--- src/shared/smia_pkg.sv ---
// Purpose: constants for the system-management interrupt aggregator
// Assumes: 8-bit register port, 10 MHz clock
// Notes: register offsets are the printed indices
package smia_pkg;
	localparam int unsigned ADDR_W = 8;
	localparam int unsigned DATA_W = 8;
	// register indices
	localparam logic [7:0] OFS_EN_FIRST = 8'hb4;
	localparam logic [7:0] OFS_EN_SECOND = 8'hb5;
	localparam logic [7:0] OFS_PEND_FIRST = 8'hb6;
	localparam logic [7:0] OFS_PEND_SECOND = 8'hb7;
	localparam logic [7:0] OFS_STANDBY = 8'hb8;
	localparam logic [7:0] OFS_PIN_FUNC = 8'hc0;
	localparam logic [7:0] OFS_MEDIA_CHG = 8'hc1;
	// reset values
	localparam logic [7:0] RST_EN_FIRST = 8'h00;
	localparam logic [7:0] RST_EN_SECOND = 8'h00;
	localparam logic [7:0] RST_STANDBY = 8'h00;
	localparam logic [7:0] RST_PIN_FUNC = 8'h06;
	localparam logic [7:0] RST_MEDIA_CHG = 8'h00;
	// writable bit masks
	localparam logic [7:0] MASK_EN_FIRST = 8'h9e;
	localparam logic [7:0] MASK_EN_SECOND = 8'hd7;
	localparam logic [7:0] MASK_PIN_FUNC = 8'h1f;
	localparam logic [7:0] MASK_MEDIA_CHG = 8'h03;
	// field positions, first enable / pending
	localparam int unsigned BIT_PARALLEL = 1;
	localparam int unsigned BIT_UART2 = 2;
	localparam int unsigned BIT_UART1 = 3;
	localparam int unsigned BIT_FLOPPY = 4;
	localparam int unsigned BIT_WATCHDOG = 7;
	// field positions, second enable / pending
	localparam int unsigned BIT_MOUSE = 0;
	localparam int unsigned BIT_KEYBOARD = 1;
	localparam int unsigned BIT_INFRARED = 2;
	localparam int unsigned BIT_KBC_PORT = 4;
	localparam int unsigned BIT_SERIRQ_ROUTE = 6;
	localparam int unsigned BIT_PIN_ROUTE = 7;
	// pin function fields
	localparam int unsigned BIT_IR_MODE = 0;
	localparam int unsigned BIT_DMA3 = 1;
	localparam int unsigned BIT_SERIRQ_SEL = 2;
	localparam int unsigned BIT_KBC_SEL = 3;
	localparam int unsigned BIT_ALT_ALT_INFRARED_RECEIVE_PIN_SEL = 4;
	// number of bit positions in each pending register
	localparam int unsigned N_SRC = 8;
endpackage : smia_pkg

--- src/shared/smia_ir_if.sv ---
// Purpose: carries the infrared receive path to the activity detector
// Assumes: single clock domain
// Notes: receive level is already synchronised
`timescale 1ns/1ps
interface smia_ir_if;
	logic rx_level;
	logic activity;
	modport src (output rx_level, input activity);
	modport det (input rx_level, output activity);
endinterface : smia_ir_if

--- src/hdl/smia_ir_activity.sv ---
// Purpose: one-cycle pulse on any edge of the selected infrared receive level
// Assumes: input already passed two flip-flops
// Notes: first sample after reset never counts as an edge
`timescale 1ns/1ps
module smia_ir_activity (
	input wire logic clk_i,
	input wire logic rst_n_i,
	input wire logic ce_i,
	smia_ir_if.det ir
);
	logic prev_r;
	logic primed_r;

	// remember the last level; primed blocks a false edge from reset value
	always_ff @(posedge clk_i or negedge rst_n_i) begin
		if (!rst_n_i) begin
			prev_r <= 1'b0;
			primed_r <= 1'b0;
		end else if (ce_i) begin
			prev_r <= ir.rx_level;
			primed_r <= 1'b1;
		end
	end

	// either direction counts as activity
	assign ir.activity = ce_i & primed_r & (prev_r ^ ir.rx_level);
endmodule : smia_ir_activity

--- src/hdl/smia_top.sv ---
// Purpose: group system-management interrupt aggregator with its registers
// Assumes: sources are levels from other blocks on clk_i, ir pins are asynchronous
// Notes: read data stand in the cycle after the read strobe
`timescale 1ns/1ps
module smia_top (
	input wire logic clk_i,
	input wire logic rst_n_i,
	input wire logic ce_i,
	// register port
	input wire logic [smia_pkg::ADDR_W-1:0] reg_addr_i,
	input wire logic [smia_pkg::DATA_W-1:0] reg_wdata_i,
	input wire logic reg_wr_i,
	input wire logic reg_rd_i,
	output logic [smia_pkg::DATA_W-1:0] reg_rdata_o,
	// request levels from sibling blocks, same clock
	input wire logic parallel_port_req_i,
	input wire logic second_uart_req_i,
	input wire logic first_uart_req_i,
	input wire logic floppy_req_i,
	input wire logic watchdog_req_i,
	input wire logic mouse_req_i,
	input wire logic keyboard_req_i,
	input wire logic kbc_port_output_req_i,
	// location mux bit held in the serial port 2 option register
	input wire logic ir_location_alt_i,
	// receive pins, asynchronous
	input wire logic second_serial_receive_pin_i,
	input wire logic alt_infrared_receive_pin_i,
	// group interrupt outputs
	output logic sysmgmt_irq_out_o,
	output logic sysmgmt_irq_out_oe_o,
	output logic serirq_smi_req_o,
	output logic smi_group_active_o,
	// pin function selects to the pin mux
	output logic [4:0] pin_function_o,
	output logic [1:0] media_change_override_o
);
	import smia_pkg::*;

	logic [7:0] en_first_r;
	logic [7:0] en_second_r;
	logic [7:0] standby_r;
	logic [7:0] pin_func_r;
	logic [7:0] media_chg_r;
	logic ir_pending_r;
	logic [7:0] rdata_r;
	logic irq_r;
	logic [1:0] rx2_sync_r;
	logic [1:0] alt_sync_r;

	smia_ir_if ir_bus ();

	// register write decode, and the read strobe of the second pending register
	wire wr_en_first = ce_i & reg_wr_i & (reg_addr_i == OFS_EN_FIRST);
	wire wr_en_second = ce_i & reg_wr_i & (reg_addr_i == OFS_EN_SECOND);
	wire wr_standby = ce_i & reg_wr_i & (reg_addr_i == OFS_STANDBY);
	wire wr_pin_func = ce_i & reg_wr_i & (reg_addr_i == OFS_PIN_FUNC);
	wire wr_media_chg = ce_i & reg_wr_i & (reg_addr_i == OFS_MEDIA_CHG);
	wire rd_pend_second = ce_i & reg_rd_i & (reg_addr_i == OFS_PEND_SECOND);

	// pending views follow their sources directly, except the infrared bit, which a read of the second pending register clears
	wire [7:0] pend_first = {watchdog_req_i, 2'b00, floppy_req_i, first_uart_req_i,
		second_uart_req_i, parallel_port_req_i, 1'b0};
	wire [7:0] pend_second = {3'b000, kbc_port_output_req_i, 1'b0, ir_pending_r,
		keyboard_req_i, mouse_req_i};

	// gating of each source by its enable bit
	wire [7:0] gated_first = pend_first & en_first_r & MASK_EN_FIRST;
	wire [7:0] src_mask_second = 8'h17; // mouse, keyboard, infrared, port output
	wire [7:0] gated_second = pend_second & en_second_r & src_mask_second;
	wire group_nxt = (|gated_first) | (|gated_second);

	// input synchronisers for both receive pins
	always_ff @(posedge clk_i or negedge rst_n_i) begin
		if (!rst_n_i) begin
			rx2_sync_r <= 2'b11;
			alt_sync_r <= 2'b11;
		end else if (ce_i) begin
			rx2_sync_r <= {rx2_sync_r[0], second_serial_receive_pin_i};
			alt_sync_r <= {alt_sync_r[0], alt_infrared_receive_pin_i};
		end
	end

	// watch only the pin after the location mux
	assign ir_bus.rx_level = ir_location_alt_i ? alt_sync_r[1] : rx2_sync_r[1];

	smia_ir_activity u_ir_activity (
		.clk_i(clk_i),
		.rst_n_i(rst_n_i),
		.ce_i(ce_i),
		.ir(ir_bus)
	);

	// infrared activity flag; a new edge wins over the read that clears it
	always_ff @(posedge clk_i or negedge rst_n_i) begin
		if (!rst_n_i) begin
			ir_pending_r <= 1'b0;
		end else if (ir_bus.activity) begin
			ir_pending_r <= 1'b1;
		end else if (rd_pend_second) begin
			ir_pending_r <= 1'b0;
		end
	end

	// enable registers; reserved bits stay zero
	always_ff @(posedge clk_i or negedge rst_n_i) begin
		if (!rst_n_i) begin
			en_first_r <= RST_EN_FIRST;
			en_second_r <= RST_EN_SECOND;
		end else begin
			if (wr_en_first) en_first_r <= reg_wdata_i & MASK_EN_FIRST;
			if (wr_en_second) en_second_r <= reg_wdata_i & MASK_EN_SECOND;
		end
	end

	// pin function, standby and media change registers
	always_ff @(posedge clk_i or negedge rst_n_i) begin
		if (!rst_n_i) begin
			pin_func_r <= RST_PIN_FUNC;
			standby_r <= RST_STANDBY;
			media_chg_r <= RST_MEDIA_CHG;
		end else begin
			if (wr_pin_func) pin_func_r <= reg_wdata_i & MASK_PIN_FUNC;
			if (wr_standby) standby_r <= reg_wdata_i;
			if (wr_media_chg) media_chg_r <= reg_wdata_i & MASK_MEDIA_CHG;
		end
	end

	// registered group level keeps the pin glitch free
	always_ff @(posedge clk_i or negedge rst_n_i) begin
		if (!rst_n_i) begin
			irq_r <= 1'b0;
		end else if (ce_i) begin
			irq_r <= group_nxt;
		end
	end

	// read mux; unmapped indices read zero
	logic [7:0] rd_mux;
	always_comb begin
		case (reg_addr_i)
			OFS_EN_FIRST: rd_mux = en_first_r;
			OFS_EN_SECOND: rd_mux = en_second_r;
			OFS_PEND_FIRST: rd_mux = pend_first;
			OFS_PEND_SECOND: rd_mux = pend_second;
			OFS_STANDBY: rd_mux = standby_r;
			OFS_PIN_FUNC: rd_mux = pin_func_r;
			OFS_MEDIA_CHG: rd_mux = media_chg_r;
			default: rd_mux = 8'h00;
		endcase
	end

	// read data stand for exactly one cycle after the strobe
	always_ff @(posedge clk_i or negedge rst_n_i) begin
		if (!rst_n_i) begin
			rdata_r <= 8'h00;
		end else if (ce_i) begin
			rdata_r <= reg_rd_i ? rd_mux : 8'h00;
		end
	end

	assign reg_rdata_o = rdata_r;
	// dedicated pin is active low and floats when routing is off
	assign sysmgmt_irq_out_oe_o = en_second_r[BIT_PIN_ROUTE];
	assign sysmgmt_irq_out_o = ~irq_r;
	assign serirq_smi_req_o = irq_r & en_second_r[BIT_SERIRQ_ROUTE];
	assign smi_group_active_o = irq_r;
	assign pin_function_o = pin_func_r[4:0];
	assign media_change_override_o = media_chg_r[1:0];
endmodule : smia_top

--- config.mk ---
export PLATFORM = sky130hd
export DESIGN_NAME = smia_top
export DESIGN_NICKNAME = d
export VERILOG_FILES = /design/src/shared/smia_pkg.sv /design/src/shared/smia_ir_if.sv /design/src/hdl/smia_ir_activity.sv /design/src/hdl/smia_top.sv
export SDC_FILE = /design/constraint.sdc
export NUM_CORES = 1
export LEC_CHECK = 0
export ABC_AREA = 1
export BUFFER_PORTS_ARGS = -buffer_cell sky130_fd_sc_hd__buf_2
export CAP_MARGIN = 20
export CORE_MARGIN = 3
export CORE_UTILIZATION = 35
export DETAILED_ROUTE_END_ITERATION = 8
export GPL_TIMING_DRIVEN = 0
export PLACE_DENSITY = 0.56
export SLEW_MARGIN = 5
export SYNTH_ARGS = -nofsm -noshare
export SYNTH_HDL_FRONTEND = slang
export SYNTH_SLANG_ARGS = --single-unit
export TNS_END_PERCENT = 10
--- constraint.sdc ---
create_clock -name clk_i -period 1.2 [get_ports clk_i]
set_input_delay 0.18 -clock clk_i [delete_from_list [all_inputs] [get_ports clk_i]]
set_output_delay 0.18 -clock clk_i [all_outputs]
set_load 0.03 [all_outputs]
Word level (Yosys, flattened, before mapping):

Index checks and enable logic that the tools add are counted.

* multiplexer cells: 5
* bitwise logic cells: 16
* reduce and logical (&&, ||, !) cells: 3
* eq/ne operators: 7

Operators by type and width (number)
* equality test 8 bit (second input constant): 7
* case mux 8 bit (7 select lines): 1
* AND 1 bit: 11
* AND 8 bit: 1
* 2-to-1 mux 8 bit: 1
* AND 5 bit: 1
* OR reduction 5 bit: 1
* OR reduction 4 bit: 1
* 2-to-1 mux 1 bit: 3
* nonzero test 2 bit: 1
* NOT 1 bit: 1
* bitwise OR 1 bit: 1
* bitwise XOR 1 bit: 1

* output and inout bits: 19
* input bits: 32
* word-level logic and storage cells: 43
* bits in registers: 42

Depth between registers and ports, before layout:

* depth in word-level cells: 4
* gate-level depth with buffers: 10
* mapped depth without buffers: 10

Hierarchy:

Synthesis repeated with hierarchy kept, for this count alone.

* cell total of the unflattened synthesis: 294
* area total of the unflattened synthesis: 2215.9 sq um

Modules (own cells, without submodules)
* smia_top: cells each 282, times used 1, sequential area each 1008.5 sq um, area an instance 2122.0 sq um
* smia_ir_activity: cells each 12, times used 1, sequential area each 50.0 sq um, area an instance 93.8 sq um

Worst setup path after synthesis:

OpenSTA, ideal clock, no wires.

* kind: input to register
* from: input port ce_i
* to: register standby_r[5]
* data arrival time: 0.966 ns
* path slack: 0.107 ns
* data required time: 1.073 ns
* setup time: 0.127 ns
* stages: 5
* path buffers: 1
* path through: buf_4 nand2_2 inv_1 nand3_4 mux2_1

* word-level cells in the longest chain between the ends: 2

Ends and longest elaborated chain
* start: declaration: line smia_top.sv:8 `input wire logic ce_i,`
* AND 1 bit (2 in a row): line smia_top.sv:56 `wire wr_standby = ce_i & reg_wr_i & (reg_addr_i == OFS_STANDBY);`
* end signal: assignment: line smia_top.sv:124 `if (wr_standby) standby_r <= reg_wdata_i;`
* end: declaration: line smia_top.sv:42 `logic [7:0] standby_r;`

Every way passes these cells.
A chain may end at the register's enable or synchronous reset.

Worst setup path in the final report:

* from: register pin_func_r[1]
* to: output port pin_function_o[1]

RTL lines
* start: declaration: line smia_top.sv:43 `logic [7:0] pin_func_r;`
* start signal: assignment: line smia_top.sv:123 `if (wr_pin_func) pin_func_r <= reg_wdata_i & MASK_PIN_FUNC;`
* end: declaration: line smia_top.sv:35 `output logic [4:0] pin_function_o,`

No word-level cell between the ends.

==> impl_results.md <==
* Crit start category: register
* CP cell instances: buf_6
* Initial Utilization at 37.2%
* Peak VDD IR at 590 µV
* Final setup viols at 0
* Actual slew at the worst max-slew pin at 964 ps
* Clock sink count at 42
* Clock skew at 6.76 ps
* CP required at 1020 ps
* Syn-to-layout area delta at 20.3%
* Port Buf Inserts at 49
* Critical setup path kind: register to output port
* Crit path to: pin_function_o[1]
* Worst Setup Slack post-DPL at -175 ps
* Worst skew pair latency at 300 ps
* RSZ-0062 raised after global routing: true
* Clk root buf: clkbuf_8
* Crit path max-delay family: flip-flops
* Final min period at 1170 ps
* Die outline area at 7470 µm²
* Initial antenna violation count at 0
* Power Density at 1040 nW/µm²
* Status: completed
* HP Class: primary input to async pin
* Clock-pin slew on the worst setup and hold paths at 80 ps
* Simple-Gate Fraction of Synth Area at 33.0%
* Finished Core Util at 44.7%
* Flop2flop setup slack at 100 ps
* Largest family of logic cells by synthesized area: simple AND/OR/NAND/NOR gates
* #FFs+latches synth at 42
* Routed WL at 5760 µm
* Xor/xnor cell area share of the yosys netlist at 0.387%
* DRC at 0
* Post-route clock period utilization at 97.2%
* Total Routing Usage GR at 16.7%
* Sequential share of the synthesized area at 46.7%
* Clock tree buffer depth at 2
* Drt pass-1 iters at 5
* Synth warnings at 0
* Worst reg2reg path endpoint: ir_pending_r
* Slowest cell delay on critical path at 560 ps
* CP Capture Type: output port
* Antenna Diode Count at 0
* Global-route wire length before repair at 9620 µm
* Vias per inst at 4.71
* Die span in x at 86.4 µm
* Htree depth at 2
* Io pins at 51
* Final Worst Setup Slack at 33.1 ps
* Final Hold Viols at 0
* Final Max Slew Viols at 0
* Crit-path max FO at 3
* Crit-path slowest cell: dfstp_2
* TritonCTS buffer count at 5
* Gpl congestion at 0.820
* Initial detailed-routing violation count at 147
* Fraction of layout cells with a size suffix above 1 at 29.0%
* Compound-Gate Fraction of Synth Area at 11.8%
* Worst path depth at 1
* CTS tree: done
* Mux share of post-synthesis cell area at 0.497%
* Vias in the first global route at 1,960
* Pleak at 0.00148 µW
* Metal3 WL at 246 µm
* Largest net degree at the start of global routing at 43
* Wl on met1 at 2680 µm
* Die Y-Extent at 86.4 µm
* R2r startpoint: alt_sync_r[1]
* Max cap viols at 0
* Max Freq at 0.857 GHz
* Max layer used: met4
* Synth Area in Adders at 0%
* DR WL met2 at 2740 µm
* Worst R2R Path Depth at 5
* Cells after synthesis at 287
* Number of synthesized flops with an enable pin at 0
* Grt ovf at 0
* Cell Rows at 28
* Vias at 1,979
* Bufs and invs on worst path at 1
* Number of nets in the layout at 376
* Synth unique cells at 31
* Fillers at 664
* Ys async rst share at 100%
* DP HPWL at 4470 µm
* Syn nets at 319
* Routed wire per std cell at 13.7 µm
* Synth Cell Area at 2260 µm²
* Slew Limit Headroom at 35.7%
* Core area at 6100 µm²
* CP Launch Point: pin_func_r[1]
* Hold-fix buffers, CTS at 0
* Crit path DAT at 990 ps
* Top_reg_cell synth: dfrtp_1
* Avg Cell Area, Syn at 7.89 µm²
* Post-route ant nets at 0
-- flip-flops by register name, indices dropped and copies added, names as in the netlist --
register                cells
reg_rdata_o                 8
en_first_r                  5
en_second_r                 6
u_ir_activity.prev_r        1
rx2_sync_r                  2
u_ir_activity.primed_r      1
media_chg_r                 2
ir_pending_r                1
pin_func_r                  5
smi_group_active_o          1
alt_sync_r                  2
standby_r                   8
-- synthesized netlist by cell type, drive strengths merged, types with 2 or more instances --
| cell type | count | area share [%] |
|---|---|---|
| a21oi | 4 | 1.4 |
| nand2 | 102 | 18 |
| dfrtp | 36 | 40 |
| nor2 | 33 | 8.0 |
| nand3 | 25 | 6.1 |
| o21ai | 28 | 7.2 |
| nand4 | 2 | 0.55 |
| buf | 5 | 2.0 |
| dfstp | 6 | 7.0 |
| inv | 32 | 5.3 |
| o21a | 5 | 1.7 |
-- final cells by class --
cell class | count | area (µm²) | share of cell area (%)
sequential | 42 | 1060 | 38.9
clock buffer | 6 | 82.6 | 3.03
buffer | 6 | 50.0 | 1.84
clock inverter | 2 | 12.5 | 0.459
inverter | 32 | 120 | 4.41
tap | 75 | 93.8 | 3.45
timing repair buffer | 50 | 270 | 9.92
multi-input combinational | 207 | 1040 | 38.0
-- worst min-delay path by stage --
stage	from	endpoint	depth (start not counted)
2_1_floorplan	rst_n_i	en_first_r[1]	0
3_3_place_gp	rst_n_i	pin_func_r[3]	1
3_5_place_dp	alt_infrared_receive_pin_i	alt_sync_r[0]	3
4_1_cts	rst_n_i	pin_func_r[4]	1
5_1_grt	alt_infrared_receive_pin_i	alt_sync_r[0]	3
6_report	rst_n_i	pin_func_r[4]	1
-- cell usage in the layout, fill, tap and decap left out, types with 2 or more instances in the layout --
master    count
buf_4         4
dfstp_2       6
o21a_1        5
nand2_1      93
nand2_2       9
nor2_8        2
a21oi_1       3
nand3_1      24
nor2_4        2
o21ai_1       4
nand4_1       2
dfrtp_1      36
clkbuf_8      6
nor2_1       25
inv_2         4
buf_6         5
buf_2        46
o21ai_2       6
inv_1        28
o21ai_0      18
nor2_2        4
-- power breakdown --
group	internal, µW	total [µW]	leakage (µW)	switching [µW]
Combinational	119	350	0.000900	232
Sequential	1480	1510	0.000533	34.8
Clock	463	979	0.0000472	517
-- metal layers --
metal,global-route usage [%],up-vias
met1,22.7,907
li1,-,1026
met5,0,-
met3,3.80,9
met2,26.6,37
met4,5.24,0
-- logic make-up after synthesis --
family	after synthesis
and+or+nand+nor	164
DFF	42
AOI/OAI and AO/OA	41
buffers and inverters	38
xor gates and xnor gates	1
muxes	1
-- per-stage QoR --
step           hold slack [ps]  instance area (µm²)  TNS, ps  std cells  power (µW)
2_1_floorplan             -116                 2260        0        287        1730
3_3_place_gp               381                 2600    -2820        411        1880
3_5_place_dp               389                 2600    -3100        411        1890
4_1_cts                   62.8                 2700        0        419        2870
5_1_grt                   72.6                 2720    -9.61        420        2990
6_report                  19.0                 2720        0        420        2840
-- what timing repair did --
item                                    in CTS  in global routing
hold endpoints to repair                     0                  0
resized for setup                            2                  7
endpoints found under the setup margin       2                  5
setup buffers                                0                  1
pin swaps                                    0                  1
Note: power is estimated with default switching activity, not from simulation.
